`config.mk`:
```
export PLATFORM = sky130hd
export DESIGN_NAME = gpio_pin_interrupt_pattern
export DESIGN_NICKNAME = d
export VERILOG_FILES = /design/src/shared/gpio_pkg.sv /design/src/shared/sel_pins_if.sv /design/src/pin_irq_unit.sv /design/src/gpio_pin_interrupt_pattern.sv
export SDC_FILE = /design/constraint.sdc
export NUM_CORES = 2
export LEC_CHECK = 0
export BUFFER_PORTS_ARGS = -buffer_cell sky130_fd_sc_hd__buf_4
export CAP_MARGIN = 20
export CORE_AREA = 3 3 292 294
export DETAILED_ROUTE_END_ITERATION = 16
export DIE_AREA = 0 0 295 297
export GPL_TIMING_DRIVEN = 0
export PLACE_DENSITY = 0.66
export SLEW_MARGIN = 10
export SYNTH_ARGS = -nofsm -noshare
export SYNTH_HDL_FRONTEND = slang
export SYNTH_SLANG_ARGS = --single-unit
```
`constraint.sdc`:
```
create_clock -name clk_i -period 12.2 [get_ports clk_i]
set_clock_uncertainty 0.05 [all_clocks]
set_input_delay 0.61 -clock clk_i [delete_from_list [all_inputs] [get_ports clk_i]]
set_output_delay 0.61 -clock clk_i [all_outputs]
set_load 0.005 [all_outputs]
```
`src/shared/gpio_pkg.sv`:
```
// Shared constants and types for the port, pin interrupt and pattern logic
package gpio_pkg;

  // --------------------------------------------------------------------------
  // Geometry
  // --------------------------------------------------------------------------
  localparam int NUM_PORTS    = 2;
  localparam int PORT_WIDTH   = 32;
  localparam int NUM_PINS     = NUM_PORTS * PORT_WIDTH;
  localparam int NUM_LANES    = PORT_WIDTH / 8;
  localparam int NUM_GROUPS   = 2;
  localparam int NUM_CHANNELS = 8;
  localparam int SEL_WIDTH    = 6;
  localparam int SRC_WIDTH    = 3;

  // --------------------------------------------------------------------------
  // Values after reset
  // --------------------------------------------------------------------------
  localparam logic [PORT_WIDTH-1:0] DIR_RESET  = 32'h0000_0000;
  localparam logic [PORT_WIDTH-1:0] OUT_RESET  = 32'h0000_0000;
  localparam logic [PORT_WIDTH-1:0] MASK_RESET = 32'h0000_0000;
  localparam logic [NUM_PINS-1:0]   PIN_RESET  = 64'h0000_0000_0000_0000;
  localparam logic [1:0]            UP_DONE    = 2'h3;

  // --------------------------------------------------------------------------
  // Port operations and pattern slice conditions
  // --------------------------------------------------------------------------
  typedef enum logic [2:0] {
    OP_DIR,
    OP_MASK,
    OP_PORT,
    OP_MPORT,
    OP_SET,
    OP_CLR,
    OP_NOT
  } gpio_op_t;

  typedef enum logic [2:0] {
    PM_ALWAYS,
    PM_HIGH,
    PM_LOW,
    PM_RISE,
    PM_FALL,
    PM_EDGE
  } pm_cond_t;

endpackage : gpio_pkg

```
`src/shared/sel_pins_if.sv`:
```
// Selected pin levels passed from the port logic to the pin interrupt unit
interface sel_pins_if #(
  parameter int N = 8
);
  logic [N-1:0] raw;
  logic [N-1:0] now;
  logic [N-1:0] prev;

  modport provider (output raw, output now, output prev);
  modport consumer (input raw, input now, input prev);
endinterface : sel_pins_if

```
`src/pin_irq_unit.sv`:
```
// Eight-channel pin interrupt unit with edge and level sensing
module pin_irq_unit
  import gpio_pkg::*;
#(
  parameter int N = NUM_CHANNELS
) (
  // Clock and reset
  input  logic         clk_i,
  input  logic         resetn_i,
  // Selected pins
  sel_pins_if.consumer sel,
  // Channel configuration
  input  logic [N-1:0] level_mode_i,
  input  logic [N-1:0] rise_en_i,
  input  logic [N-1:0] fall_en_i,
  input  logic [N-1:0] active_high_i,
  input  logic [N-1:0] clear_i,
  // Requests
  output logic [N-1:0] irq_o,
  output logic         wake_o
);

  logic [N-1:0] edge_flag;
  logic [N-1:0] edge_set;
  logic [N-1:0] level_req;
  logic [N-1:0] level_raw;

  assign edge_set  = ~level_mode_i & ((sel.now & ~sel.prev & rise_en_i)
                                    | (~sel.now & sel.prev & fall_en_i));
  assign level_req = level_mode_i & rise_en_i & ~(sel.now ^ active_high_i);
  assign level_raw = level_mode_i & rise_en_i & ~(sel.raw ^ active_high_i);

  // Set wins over a clear in the same cycle
  always_ff @(posedge clk_i or negedge resetn_i) begin
    if (!resetn_i) begin
      edge_flag <= '0;
    end else begin
      edge_flag <= edge_set | (edge_flag & ~clear_i);
    end
  end

  assign irq_o  = (level_mode_i & level_req) | (~level_mode_i & edge_flag);
  // Raw level path keeps waking while the clock is stopped
  assign wake_o = (|edge_flag) | (|level_raw);

  // --------------------------------------------------------------------------
  // Checks
  // --------------------------------------------------------------------------
  property p_edge_rise;
    @(posedge clk_i) disable iff (!resetn_i)
      (!level_mode_i[0] && rise_en_i[0] && sel.now[0] && !sel.prev[0]) |=> irq_o[0] || level_mode_i[0];
  endproperty
  a_edge_rise: assert property (p_edge_rise) else $error("rising edge not latched");

  property p_level;
    @(posedge clk_i) disable iff (!resetn_i)
      (level_mode_i[3] && rise_en_i[3]) |-> (irq_o[3] == (sel.now[3] == active_high_i[3]));
  endproperty
  a_level: assert property (p_level) else $error("level request mismatch");

  property p_clear;
    @(posedge clk_i) disable iff (!resetn_i)
      (clear_i[2] && !edge_set[2] && !level_mode_i[2]) ##1 !level_mode_i[2] |-> !irq_o[2];
  endproperty
  a_clear: assert property (p_clear) else $error("edge flag survived clear");

  c_edge_irq: cover property (@(posedge clk_i) disable iff (!resetn_i) $rose(edge_flag[0]));

endmodule : pin_irq_unit

```
`src/gpio_pin_interrupt_pattern.sv`:
```
// Two-port GPIO with grouped interrupts, pin interrupts and pattern match
//
// Notes on behaviour
// - Two ports give sixty-four pins
// - All pins inputs after reset; per-pin direction
// - Set and clear writes touch selected bits
// - Toggle write inverts ones-written output bits
// - Mask hides bits from masked reads, writes
// - Byte enables limit writes to addressed lanes
// - Readback shows real pad level always
// - Two grouped interrupts with own patterns
// - Grouped interrupts work with clock stopped
// - Eight selectable pins, one interrupt each
// - Edge mode: rising, falling or both
// - Level mode: request while pin active
// - Pin interrupts wake from sleep; from deep-sleep in level mode only
// - Any pin routable into interrupt engines
// - Pattern built from levels and transitions
// - Each product term has own interrupt
// - Match optionally pulses processor event output
// - Pattern wake only while clock runs
// - Accesses complete in one cycle
// - Output levels held static by flops
module gpio_pin_interrupt_pattern
  import gpio_pkg::*;
#(
  parameter int CHANNELS = NUM_CHANNELS
) (
  // Clock and reset
  input  logic                                 clk_i,
  input  logic                                 resetn_i,
  // Port operation strobe
  input  logic                                 op_valid_i,
  input  gpio_op_t                             op_kind_i,
  input  logic                                 op_port_i,
  input  logic [PORT_WIDTH-1:0]                op_data_i,
  input  logic [NUM_LANES-1:0]                 op_be_i,
  // Port read strobe
  input  logic                                 rd_valid_i,
  input  gpio_op_t                             rd_kind_i,
  input  logic                                 rd_port_i,
  input  logic [NUM_LANES-1:0]                 rd_be_i,
  output logic                                 rd_valid_o,
  output logic [PORT_WIDTH-1:0]                rd_data_o,
  // Pins
  input  logic [NUM_PINS-1:0]                  gpio_in_i,
  output logic [NUM_PINS-1:0]                  gpio_out_o,
  output logic [NUM_PINS-1:0]                  gpio_oe_o,
  output logic [NUM_PINS-1:0]                  pin_level_o,
  // Grouped interrupts
  input  logic [NUM_GROUPS-1:0][NUM_PINS-1:0]  grp_en_i,
  input  logic [NUM_GROUPS-1:0][NUM_PINS-1:0]  grp_high_i,
  input  logic [NUM_GROUPS-1:0]                grp_and_i,
  output logic [NUM_GROUPS-1:0]                grouped_irq_o,
  // Pin interrupts
  input  logic [CHANNELS-1:0][SEL_WIDTH-1:0]   pint_sel_i,
  input  logic [CHANNELS-1:0]                  pint_level_mode_i,
  input  logic [CHANNELS-1:0]                  pint_rise_i,
  input  logic [CHANNELS-1:0]                  pint_fall_i,
  input  logic [CHANNELS-1:0]                  pint_active_high_i,
  input  logic [CHANNELS-1:0]                  pint_clear_i,
  output logic [CHANNELS-1:0]                  pint_irq_o,
  output logic                                 pint_wake_o,
  // Pattern match engine
  input  logic [CHANNELS-1:0][SRC_WIDTH-1:0]   pm_src_i,
  input  pm_cond_t [CHANNELS-1:0]              pm_cond_i,
  input  logic [CHANNELS-1:0]                  pm_end_i,
  input  logic                                 pm_event_en_i,
  output logic [CHANNELS-1:0]                  pm_irq_o,
  output logic                                 cpu_event_notify_o
);

  // --------------------------------------------------------------------------
  // Helpers
  // --------------------------------------------------------------------------
  function automatic logic [PORT_WIDTH-1:0] lane_mask(input logic [NUM_LANES-1:0] be);
    lane_mask = '0;
    for (int b = 0; b < NUM_LANES; b++) begin
      lane_mask[b*8 +: 8] = {8{be[b]}};
    end
  endfunction : lane_mask

  function automatic logic [PORT_WIDTH-1:0] merge(input logic [PORT_WIDTH-1:0] old_v,
                                                  input logic [PORT_WIDTH-1:0] new_v,
                                                  input logic [PORT_WIDTH-1:0] en);
    merge = (old_v & ~en) | (new_v & en);
  endfunction : merge

  // --------------------------------------------------------------------------
  // Port state
  // --------------------------------------------------------------------------
  logic [NUM_PORTS-1:0][PORT_WIDTH-1:0] dir;
  logic [NUM_PORTS-1:0][PORT_WIDTH-1:0] port_out;
  logic [NUM_PORTS-1:0][PORT_WIDTH-1:0] mask;
  logic [PORT_WIDTH-1:0]                wr_lanes;
  logic [PORT_WIDTH-1:0]                wr_bits;
  logic [PORT_WIDTH-1:0]                rd_lanes;

  assign wr_lanes = lane_mask(op_be_i);
  assign wr_bits  = op_data_i & wr_lanes;
  assign rd_lanes = lane_mask(rd_be_i);

  always_ff @(posedge clk_i or negedge resetn_i) begin
    if (!resetn_i) begin
      dir <= {NUM_PORTS{DIR_RESET}};
    end else if (op_valid_i && op_kind_i == OP_DIR) begin
      dir[op_port_i] <= merge(dir[op_port_i], op_data_i, wr_lanes);
    end
  end

  always_ff @(posedge clk_i or negedge resetn_i) begin
    if (!resetn_i) begin
      mask <= {NUM_PORTS{MASK_RESET}};
    end else if (op_valid_i && op_kind_i == OP_MASK) begin
      mask[op_port_i] <= merge(mask[op_port_i], op_data_i, wr_lanes);
    end
  end

  // Output latch holds its level whenever no write arrives
  always_ff @(posedge clk_i or negedge resetn_i) begin
    if (!resetn_i) begin
      port_out <= {NUM_PORTS{OUT_RESET}};
    end else if (op_valid_i) begin
      case (op_kind_i)
        OP_PORT: begin
          port_out[op_port_i] <= merge(port_out[op_port_i], op_data_i, wr_lanes);
        end
        OP_MPORT: begin
          port_out[op_port_i] <= merge(port_out[op_port_i], op_data_i, wr_lanes & ~mask[op_port_i]);
        end
        OP_SET: begin
          port_out[op_port_i] <= port_out[op_port_i] | wr_bits;
        end
        OP_CLR: begin
          port_out[op_port_i] <= port_out[op_port_i] & ~wr_bits;
        end
        OP_NOT: begin
          port_out[op_port_i] <= port_out[op_port_i] ^ wr_bits;
        end
        default: begin
          port_out <= port_out;
        end
      endcase
    end
  end

  assign gpio_out_o = port_out;
  assign gpio_oe_o  = dir;

  // --------------------------------------------------------------------------
  // Pin synchroniser
  // --------------------------------------------------------------------------
  logic [NUM_PINS-1:0] pin_meta;
  logic [NUM_PINS-1:0] pin_sync;
  logic [NUM_PINS-1:0] pin_prev;

  always_ff @(posedge clk_i or negedge resetn_i) begin
    if (!resetn_i) begin
      pin_meta <= PIN_RESET;
      pin_sync <= PIN_RESET;
      pin_prev <= PIN_RESET;
    end else begin
      pin_meta <= gpio_in_i;
      pin_sync <= pin_meta;
      pin_prev <= pin_sync;
    end
  end

  assign pin_level_o = pin_sync;

  // --------------------------------------------------------------------------
  // Read port
  // --------------------------------------------------------------------------
  logic [PORT_WIDTH-1:0] next_rd_data;

  always_comb begin
    case (rd_kind_i)
      OP_DIR:   next_rd_data = dir[rd_port_i];
      OP_MASK:  next_rd_data = mask[rd_port_i];
      OP_PORT:  next_rd_data = pin_sync[rd_port_i*PORT_WIDTH +: PORT_WIDTH];
      OP_MPORT: next_rd_data = pin_sync[rd_port_i*PORT_WIDTH +: PORT_WIDTH] & ~mask[rd_port_i];
      OP_SET:   next_rd_data = port_out[rd_port_i];
      default:  next_rd_data = '0;
    endcase
  end

  always_ff @(posedge clk_i or negedge resetn_i) begin
    if (!resetn_i) begin
      rd_valid_o <= 1'b0;
      rd_data_o  <= '0;
    end else begin
      rd_valid_o <= rd_valid_i;
      rd_data_o  <= rd_valid_i ? (next_rd_data & rd_lanes) : '0;
    end
  end

  // --------------------------------------------------------------------------
  // Grouped interrupts, combinational from the pads
  // --------------------------------------------------------------------------
  logic [NUM_GROUPS-1:0][NUM_PINS-1:0] grp_hit;

  always_comb begin
    for (int g = 0; g < NUM_GROUPS; g++) begin
      grp_hit[g]       = ~(gpio_in_i ^ grp_high_i[g]) & grp_en_i[g];
      grouped_irq_o[g] = grp_and_i[g] ? ((grp_en_i[g] != '0) && (grp_hit[g] == grp_en_i[g]))
                                      : (|grp_hit[g]);
    end
  end

  // --------------------------------------------------------------------------
  // Pin selection shared by pin interrupts and pattern engine
  // --------------------------------------------------------------------------
  sel_pins_if #(.N(CHANNELS)) sel_bus ();

  always_comb begin
    for (int c = 0; c < CHANNELS; c++) begin
      sel_bus.raw[c]  = gpio_in_i[pint_sel_i[c]];
      sel_bus.now[c]  = pin_sync[pint_sel_i[c]];
      sel_bus.prev[c] = pin_prev[pint_sel_i[c]];
    end
  end

  pin_irq_unit #(
    .N (CHANNELS)
  ) pin_irq_unit_inst (
    .clk_i         (clk_i),
    .resetn_i      (resetn_i),
    .sel           (sel_bus),
    .level_mode_i  (pint_level_mode_i),
    .rise_en_i     (pint_rise_i),
    .fall_en_i     (pint_fall_i),
    .active_high_i (pint_active_high_i),
    .clear_i       (pint_clear_i),
    .irq_o         (pint_irq_o),
    .wake_o        (pint_wake_o)
  );

  // --------------------------------------------------------------------------
  // Pattern match engine
  // --------------------------------------------------------------------------
  logic [CHANNELS-1:0] next_pm_hit;
  logic                pm_bit;
  logic                pm_old;
  logic                pm_ok;
  logic                pm_term;

  // Slices chain into product terms; an end bit closes a term
  always_comb begin
    next_pm_hit = '0;
    pm_term     = 1'b1;
    pm_bit      = 1'b0;
    pm_old      = 1'b0;
    pm_ok       = 1'b0;
    for (int s = 0; s < CHANNELS; s++) begin
      pm_bit = sel_bus.now[pm_src_i[s]];
      pm_old = sel_bus.prev[pm_src_i[s]];
      case (pm_cond_i[s])
        PM_ALWAYS: pm_ok = 1'b1;
        PM_HIGH:   pm_ok = pm_bit;
        PM_LOW:    pm_ok = !pm_bit;
        PM_RISE:   pm_ok = pm_bit && !pm_old;
        PM_FALL:   pm_ok = !pm_bit && pm_old;
        PM_EDGE:   pm_ok = pm_bit ^ pm_old;
        default:   pm_ok = 1'b0;
      endcase
      pm_term = pm_term & pm_ok;
      if (pm_end_i[s] || s == CHANNELS - 1) begin
        next_pm_hit[s] = pm_term;
        pm_term        = 1'b1;
      end
    end
  end

  // Needs the clock, so it cannot wake from deeper states
  always_ff @(posedge clk_i or negedge resetn_i) begin
    if (!resetn_i) begin
      pm_irq_o           <= '0;
      cpu_event_notify_o <= 1'b0;
    end else begin
      pm_irq_o           <= next_pm_hit;
      cpu_event_notify_o <= pm_event_en_i && (|next_pm_hit);
    end
  end

  // --------------------------------------------------------------------------
  // Checks
  // --------------------------------------------------------------------------
  logic [1:0] up_cnt;

  always_ff @(posedge clk_i or negedge resetn_i) begin
    if (!resetn_i) begin
      up_cnt <= '0;
    end else if (up_cnt != UP_DONE) begin
      up_cnt <= up_cnt + 2'h1;
    end
  end

  property p_dir_reset;
    @(posedge clk_i) disable iff (!resetn_i)
      (up_cnt == 2'h0) |-> (gpio_oe_o == '0);
  endproperty
  a_dir_reset: assert property (p_dir_reset) else $error("pins not inputs after reset");

  property p_set;
    @(posedge clk_i) disable iff (!resetn_i)
      (op_valid_i && op_kind_i == OP_SET) |=> ((port_out[$past(op_port_i)] & $past(wr_bits)) == $past(wr_bits));
  endproperty
  a_set: assert property (p_set) else $error("set write missed bits");

  property p_clr_keep;
    @(posedge clk_i) disable iff (!resetn_i)
      (op_valid_i && op_kind_i == OP_CLR) |=>
        (port_out[$past(op_port_i)] == ($past(port_out[op_port_i]) & ~$past(wr_bits)));
  endproperty
  a_clr_keep: assert property (p_clr_keep) else $error("clear write wrong");

  property p_toggle;
    @(posedge clk_i) disable iff (!resetn_i)
      (op_valid_i && op_kind_i == OP_NOT) |=>
        (port_out[$past(op_port_i)] == ($past(port_out[op_port_i]) ^ $past(wr_bits)));
  endproperty
  a_toggle: assert property (p_toggle) else $error("toggle write wrong");

  property p_mask_keep;
    @(posedge clk_i) disable iff (!resetn_i)
      (op_valid_i && op_kind_i == OP_MPORT) |=>
        ((port_out[$past(op_port_i)] & $past(mask[op_port_i])) == $past(port_out[op_port_i] & mask[op_port_i]));
  endproperty
  a_mask_keep: assert property (p_mask_keep) else $error("masked bit changed");

  property p_lane_keep;
    @(posedge clk_i) disable iff (!resetn_i)
      (op_valid_i && op_kind_i == OP_PORT) |=>
        ((port_out[$past(op_port_i)] & ~$past(wr_lanes)) == ($past(port_out[op_port_i]) & ~$past(wr_lanes)));
  endproperty
  a_lane_keep: assert property (p_lane_keep) else $error("unaddressed lane changed");

  property p_sync;
    @(posedge clk_i) disable iff (!resetn_i)
      (up_cnt == UP_DONE) |-> (pin_level_o == $past(gpio_in_i, 2));
  endproperty
  a_sync: assert property (p_sync) else $error("readback not two cycles behind pad");

  property p_read_one;
    @(posedge clk_i) disable iff (!resetn_i)
      rd_valid_i |=> rd_valid_o ##1 (rd_valid_o == $past(rd_valid_i));
  endproperty
  a_read_one: assert property (p_read_one) else $error("read not answered in one cycle");

  property p_event;
    @(posedge clk_i) disable iff (!resetn_i)
      (pm_event_en_i && (|next_pm_hit)) |=> (cpu_event_notify_o && (pm_irq_o != '0));
  endproperty
  a_event: assert property (p_event) else $error("pattern match gave no event");

  c_set_op:  cover property (@(posedge clk_i) disable iff (!resetn_i) op_valid_i && op_kind_i == OP_SET);
  c_toggle:  cover property (@(posedge clk_i) disable iff (!resetn_i) op_valid_i && op_kind_i == OP_NOT);
  c_pattern: cover property (@(posedge clk_i) disable iff (!resetn_i) cpu_event_notify_o);
  c_group:   cover property (@(posedge clk_i) disable iff (!resetn_i) grouped_irq_o[1]);

endmodule : gpio_pin_interrupt_pattern

```
* Yosys cells after proc, flatten, opt, wreduce, memory -nomap -nowiden
Index checks and enable logic that the tools add are counted.
W data, S select, Z words.
** Storage, ports and cells
- Word-level logic and storage cells :: 336
- Flip-flop bits (word level) :: 434
- Latch bits :: 0
- Memory bits (writable) :: 0
- Bits in read-only memories :: 0
- Input port bits :: 519
- Memories kept :: 0
** Operators by class
- Shift-type cells :: 1
- Magnitude comparators :: 19
- Equal/unequal tests :: 52
- Reductions and logical operators :: 57
- Bitwise operators :: 65
- Multiplexer cells :: 128
- $mul :: 0
- Div/mod/pow operators :: 0
- $add $sub $neg :: 0
** Operators by type and width (count)
- $bwmux W64 :: 7
- $mux W32 :: 14
- $and A32 B32 Y32 :: 10
- $pmux W64 S5 :: 1
- $not A32 Y32 :: 5
- $or A32 B32 Y32 :: 5
- $pmux W32 S5 :: 1
- $bmux W1 S6 :: 24
- $and A64 B64 Y64 :: 2
- $eq A64 B64 Y1 :: 2
- $not A64 Y64 :: 2
- $reduce_bool A64 Y1 :: 2
- $reduce_or A64 Y1 :: 2
- $xor A64 B64 Y64 :: 2
- $and A8 B8 Y8 :: 11
- $shiftx A64 B7 Y32 :: 1
- $eq A3 B2 Y1 const B :: 20
- $eq A3 B3 Y1 const B :: 20
- $lt A6 B7 Y1 const B :: 8
- $mux W1 :: 56
- $bmux W1 S3 :: 16
- $not A8 Y8 :: 6
- $pmux W1 S6 :: 8
- $demux W32 S1 :: 1
- other kinds (16) :: 96

* Depth between registers and ports, before layout
- Word-level depth :: 23
- Gate-level depth with buffers :: 22
- Depth with buffers taken out :: 19

* Hierarchy
Synthesis repeated with hierarchy kept, for this count alone.
** Unflattened totals
- Cells, all modules :: 3286
- Area total of the unflattened synthesis :: 38005.2 um^2
** Modules (own cells, without submodules)
- gpio_pin_interrupt_pattern :: instances 1, cells an instance 3190, seq. area each 10660.2 um^2, area each 37307.0 um^2
- pin_irq_unit :: instances 1, cells an instance 96, seq. area each 200.2 um^2, area each 698.2 um^2

* Worst setup path after synthesis
OpenSTA, ideal clock, no wires.
- Kind :: input port to flip-flop
- Start :: input port pint_sel_i[30] (netlist bit)
- End :: register cpu_event_notify_o
- Stages on the path :: 19
- Path buffers :: 4
- Arrival :: 5.561 ns
- Setup time :: 0.124 ns
- Path slack :: 6.465 ns
- Cells stage by stage :: buf_6 -> buf_8 -> clkbuf_1 -> buf_1 -> mux4_2 -> mux4_2 -> mux4_2 -> mux4_2 -> mux2i_1 -> inv_1 -> ha_1 -> nand2b_1 -> a21oi_1 -> a21oi_1 -> o311ai_0 -> o32a_1 -> and3_4 -> maj3_2 -> o31a_1
** Between the ends
- Cells in the longest elaborated chain, start to end :: 23
- Elaborated cells on any way between the ends :: 107
** RTL lines
- from (decl) :: RTL line gpio_pin_interrupt_pattern.sv:56 : input logic [CHANNELS-1:0][SEL_WIDTH-1:0] pint_sel_i,
- $bmux W1 S6 (on tied branches) :: RTL line gpio_pin_interrupt_pattern.sv:218, gpio_pin_interrupt_pattern.sv:219
- $mux W1 (on tied branches) :: RTL line gpio_pin_interrupt_pattern.sv:218, gpio_pin_interrupt_pattern.sv:219
- $bmux W1 S3 (on tied branches) :: RTL line gpio_pin_interrupt_pattern.sv:255, gpio_pin_interrupt_pattern.sv:256
- $mux W1 (on tied branches) :: RTL line gpio_pin_interrupt_pattern.sv:255, gpio_pin_interrupt_pattern.sv:256
- $logic_not A1 Y1 (on tied branches) :: RTL line gpio_pin_interrupt_pattern.sv:260, gpio_pin_interrupt_pattern.sv:262, gpio_pin_interrupt_pattern.sv:261
- $logic_and A1 B1 Y1 (on tied branches) :: RTL line gpio_pin_interrupt_pattern.sv:262, gpio_pin_interrupt_pattern.sv:261
- $pmux W1 S6 :: RTL line gpio_pin_interrupt_pattern.sv:257 : case (pm_cond_i[s])
- $mux W1 :: RTL line gpio_pin_interrupt_pattern.sv:267 : if (pm_end_i[s] || s == CHANNELS - 1) begin
- [7 not listed]
- $mux W1 :: RTL line gpio_pin_interrupt_pattern.sv:267
- $and A1 B1 Y1 :: RTL line gpio_pin_interrupt_pattern.sv:266 : pm_term = pm_term & pm_ok;
- $mux W1 :: RTL line gpio_pin_interrupt_pattern.sv:267
- $and A1 B1 Y1 :: RTL line gpio_pin_interrupt_pattern.sv:266
- $mux W1 :: RTL line gpio_pin_interrupt_pattern.sv:267
- $and A1 B1 Y1 :: RTL line gpio_pin_interrupt_pattern.sv:266
- $reduce_or A8 Y1 (*) :: RTL line gpio_pin_interrupt_pattern.sv:281 : cpu_event_notify_o <= pm_event_en_i && (|next_pm_hit);
- $logic_and A1 B1 Y1 (*) :: RTL line gpio_pin_interrupt_pattern.sv:281
- to (signal assigned) :: RTL line gpio_pin_interrupt_pattern.sv:281
- to (decl) :: RTL line gpio_pin_interrupt_pattern.sv:70 : output logic cpu_event_notify_o
Every way passes the cells marked *; elsewhere a longest branch is shown, timed or not. The select of a mux whose other input is x is not followed.
A chain may end at the register's enable or synchronous reset.

* Worst setup path in the final report
Same ends and word-level chain as after synthesis.

==> impl_metrics.env <==
export IMPL_status="finished clean"
export IMPL_root_buffer="clkbuf_16"
export IMPL_synth_area_um2=38300
export IMPL_die_h_um=297
export IMPL_syn_avg_cell_area_um2=11.5
export IMPL_cp_buffers_inverters=5
export IMPL_ys_types=87
export IMPL_crit_top_cell="mux4_2"
export IMPL_gp_congestion=1.07
export IMPL_ant_nets=0
export IMPL_postCtsSetupBuffers=0
export IMPL_netlist_instances=3329
export IMPL_die_area_um2=87600
export IMPL_slowest_stage="a311oi_1"
export IMPL_grt_usage_pct=45.4
export IMPL_grt_max_degree=120
export IMPL_synth_edf_count=0
export IMPL_cts_sinks=434
export IMPL_grt_overflow=0
export IMPL_setup_worst_path_end_class="register"
export IMPL_yosys_area_top_type="dfrtp_1"
export IMPL_path_cells="buf_6, buf_8, clkbuf_1, buf_1, mux4_2, mux4_2, mux4_2, mux4_2, mux2i_1, inv_1, ha_1, a21oi_1, o21ai_0, a311oi_1, o21ai_0, a211o_1, o31a_1"
export IMPL_placedCellCount=5140
export IMPL_ios=764
export IMPL_powerDensity_nw_per_um2=123
export IMPL_synthArstFlopShare_pct=100
export IMPL_htreeDepth=2
export IMPL_fin_crit_sh_pct=54.3
export IMPL_cts_resized=0
export IMPL_cpPeakStageDelay_ns=0.81
export IMPL_peakVddDrop_uv=121
export IMPL_yosysMostFrequentCell="mux4_2"
export IMPL_drive_gt1_share_pct=40.0
export IMPL_rsz0062_at_grt="false"
export IMPL_worst_pin_slew_ns=1.33
export IMPL_drt_wl_total_um=203000
export IMPL_cts_buffers_inserted=51
export IMPL_cts_tree="done"
export IMPL_fin_nets=4728
export IMPL_initial_core_util_pct=46.0
export IMPL_area_growth_pct=24.1
export IMPL_drtPass1Iterations=10
export IMPL_finalMaxSlewViolations=0
export IMPL_worstSetupStartpointType="input pin"
export IMPL_cap_violations=0
export IMPL_cp_max_fo=10
export IMPL_insertion_delay_ns=0.64
export IMPL_clock_fmax_mhz=151
export IMPL_hp_class="in -> reg"
export IMPL_grt_pass1_wl_um=282000
export IMPL_vias=38000
export IMPL_ys_seq_elements=434
export IMPL_dp_slack_ns=4.96
export IMPL_arrival_ns=7.08
export IMPL_timing_worst_setup_path_type="in -> reg"
export IMPL_wire_per_inst_um=38.2
export IMPL_port_buffers=725
export IMPL_dp_hpwl_um=151000
export IMPL_p_leak_nw=20.2
export IMPL_cp_top_family="multiplexers"
export IMPL_slew_headroom_pct=11.5
export IMPL_synthTopCellsByCount="481 x mux4_2, 434 x dfrtp_1, 291 x nand2_1, 284 x mux2_2, 200 x inv_1"
export IMPL_drc=0
export IMPL_synth_seq_area_share_pct=28.4
export IMPL_antenna_found_initial=55
export IMPL_fin_tns_setup_ns=0
export IMPL_syn_nets=3928
export IMPL_clkTransAtPathRegs_ns=0.06
export IMPL_period_needed_ns=6.62
export IMPL_ys_flop_type="dfrtp_1"
export IMPL_clockBufferDepth=3
export IMPL_fillers=7270
export IMPL_fp_coreArea_um2=83200
export IMPL_ctsHoldBuffers=1
export IMPL_hold_viol_final=0
export IMPL_drt_initial_drc_count=6278
export IMPL_required_ns=12.66
export IMPL_fin_cells=5299
export IMPL_num_rows=106
export IMPL_synthDominantCellAreaShare_pct=28.4
export IMPL_grt_pass1_vias=36900
export IMPL_setup_ws_ns=5.58
export IMPL_yosys_warnings=0
export IMPL_die_w_um=295
export IMPL_via_per_inst=7.17
export IMPL_setup_viol=0
export IMPL_ys_top_cells_by_area="dfrtp_1 28%, mux4_2 28%, mux2_2 8.4%, mux2i_1 5.1%, nand2_1 2.9%"
[routing by layer]
layer / wire length [um] / global-route usage [%] / up-vias
li1: - / - / 14600
met5: 483 / 2.66 / -
met4: 13400 / 24.2 / 30
met2: 84300 / 63.4 / 3587
met3: 32700 / 22.5 / 962
met1: 71800 / 57.5 / 18800
[through the flow]
| step | utilization [%] | instance area (um2) | power (W) | hold slack [ns] |
|---|---|---|---|---|
| 3_5_place_dp | 54.4 | 45200 | 0.00404 | 0.285 |
| 5_1_grt | 57.0 | 47400 | 0.00601 | 0.0390 |
| 2_1_floorplan | - | 38300 | 0.00304 | 0.264 |
| 3_3_place_gp | 54.2 | 45100 | 0.00400 | 0.281 |
| 6_report | 57.1 | 47500 | 0.00582 | 0.0507 |
| 4_1_cts | 56.6 | 47000 | 0.00573 | 0.0399 |
[logic make-up (layout without fill, tap and decap cells)]
| logic type | count (synthesis) | count (layout) | synth area share (%) |
|---|---|---|---|
| xor+xnor | 145 | 145 | 3.32 |
| buf+inv | 491 | 1331 | 5.14 |
| compound gates | 522 | 522 | 9.03 |
| mux | 972 | 972 | 42.6 |
| flops | 434 | 434 | 28.4 |
| fa+ha+maj | 81 | 81 | 2.65 |
| simple gates | 684 | 684 | 8.89 |
| other cells | 0 | 50 | 0 |
[path summary, 6_finish.rpt]
path / startpoint / to / slack (ns) / cells past startpoint
max in group asynchronous: resetn_i / pin_meta[56]$_DFF_PN0_ / 9.40 / 6
min in group asynchronous: resetn_i / cpu_event_notify_o$_DFF_PN0_ / 0.41 / 2
max: pint_sel_i[30] / cpu_event_notify_o$_DFF_PN0_ / 5.58 / 17
min: gpio_in_i[37] / pin_meta[37]$_DFF_PN0_ / 0.05 / 1
min reg2reg: pin_meta[38]$_DFF_PN0_ / pin_level_o[38]$_DFF_PN0_ / 0.30 / 0
max reg2reg: pin_level_o[49]$_DFF_PN0_ / cpu_event_notify_o$_DFF_PN0_ / 6.24 / 17
[final cells by class]
type,count,area [um2],area share (%)
Multi-Input combinational cell,2404,25500,53.6
Clock inverter,32,429,0.904
Inverter,203,762,1.60
Clock buffer,61,1400,2.94
Sequential cell,434,10900,22.9
Tap cell,1080,1350,2.85
Timing Repair Buffer,747,5890,12.4
Buffer,288,1200,2.54
Antenna cell,50,125,0.264
[power breakdown]
group	switching [W]	total, W	leakage, nW	internal (W)
clock	0.000699	0.00169	0.893	0.000991
combinational	0.00109	0.00217	14.0	0.00108
sequential	0.000314	0.00195	5.30	0.00164
total	0.00210	0.00582	20.2	0.00371
[registers in the layout, indices dropped and copies added (netlist names)]
signal / count
mask: 64
pm_irq_o: 8
cpu_event_notify_o: 1
rd_valid_o: 1
rd_data_o: 32
pin_irq_unit_inst.edge_flag: 8
pin_meta: 64
gpio_out_o: 64
gpio_oe_o: 64
pin_level_o: 64
pin_prev: 64
[layout by cell type, fill, tap and decap left out, drive strengths merged, types with 50 or more instances in the layout]
cell type    n
a21oi       51
buf        835
clkbuf     260
dfrtp      434
diode       50
ha          80
inv        205
mux2       284
mux2i      195
mux4       493
nand2      291
nand3       61
nor2        77
nor4        50
o211ai      59
o21ai      142
o22ai      115
xnor2      105
Note: power is estimated with default switching activity, not from simulation.
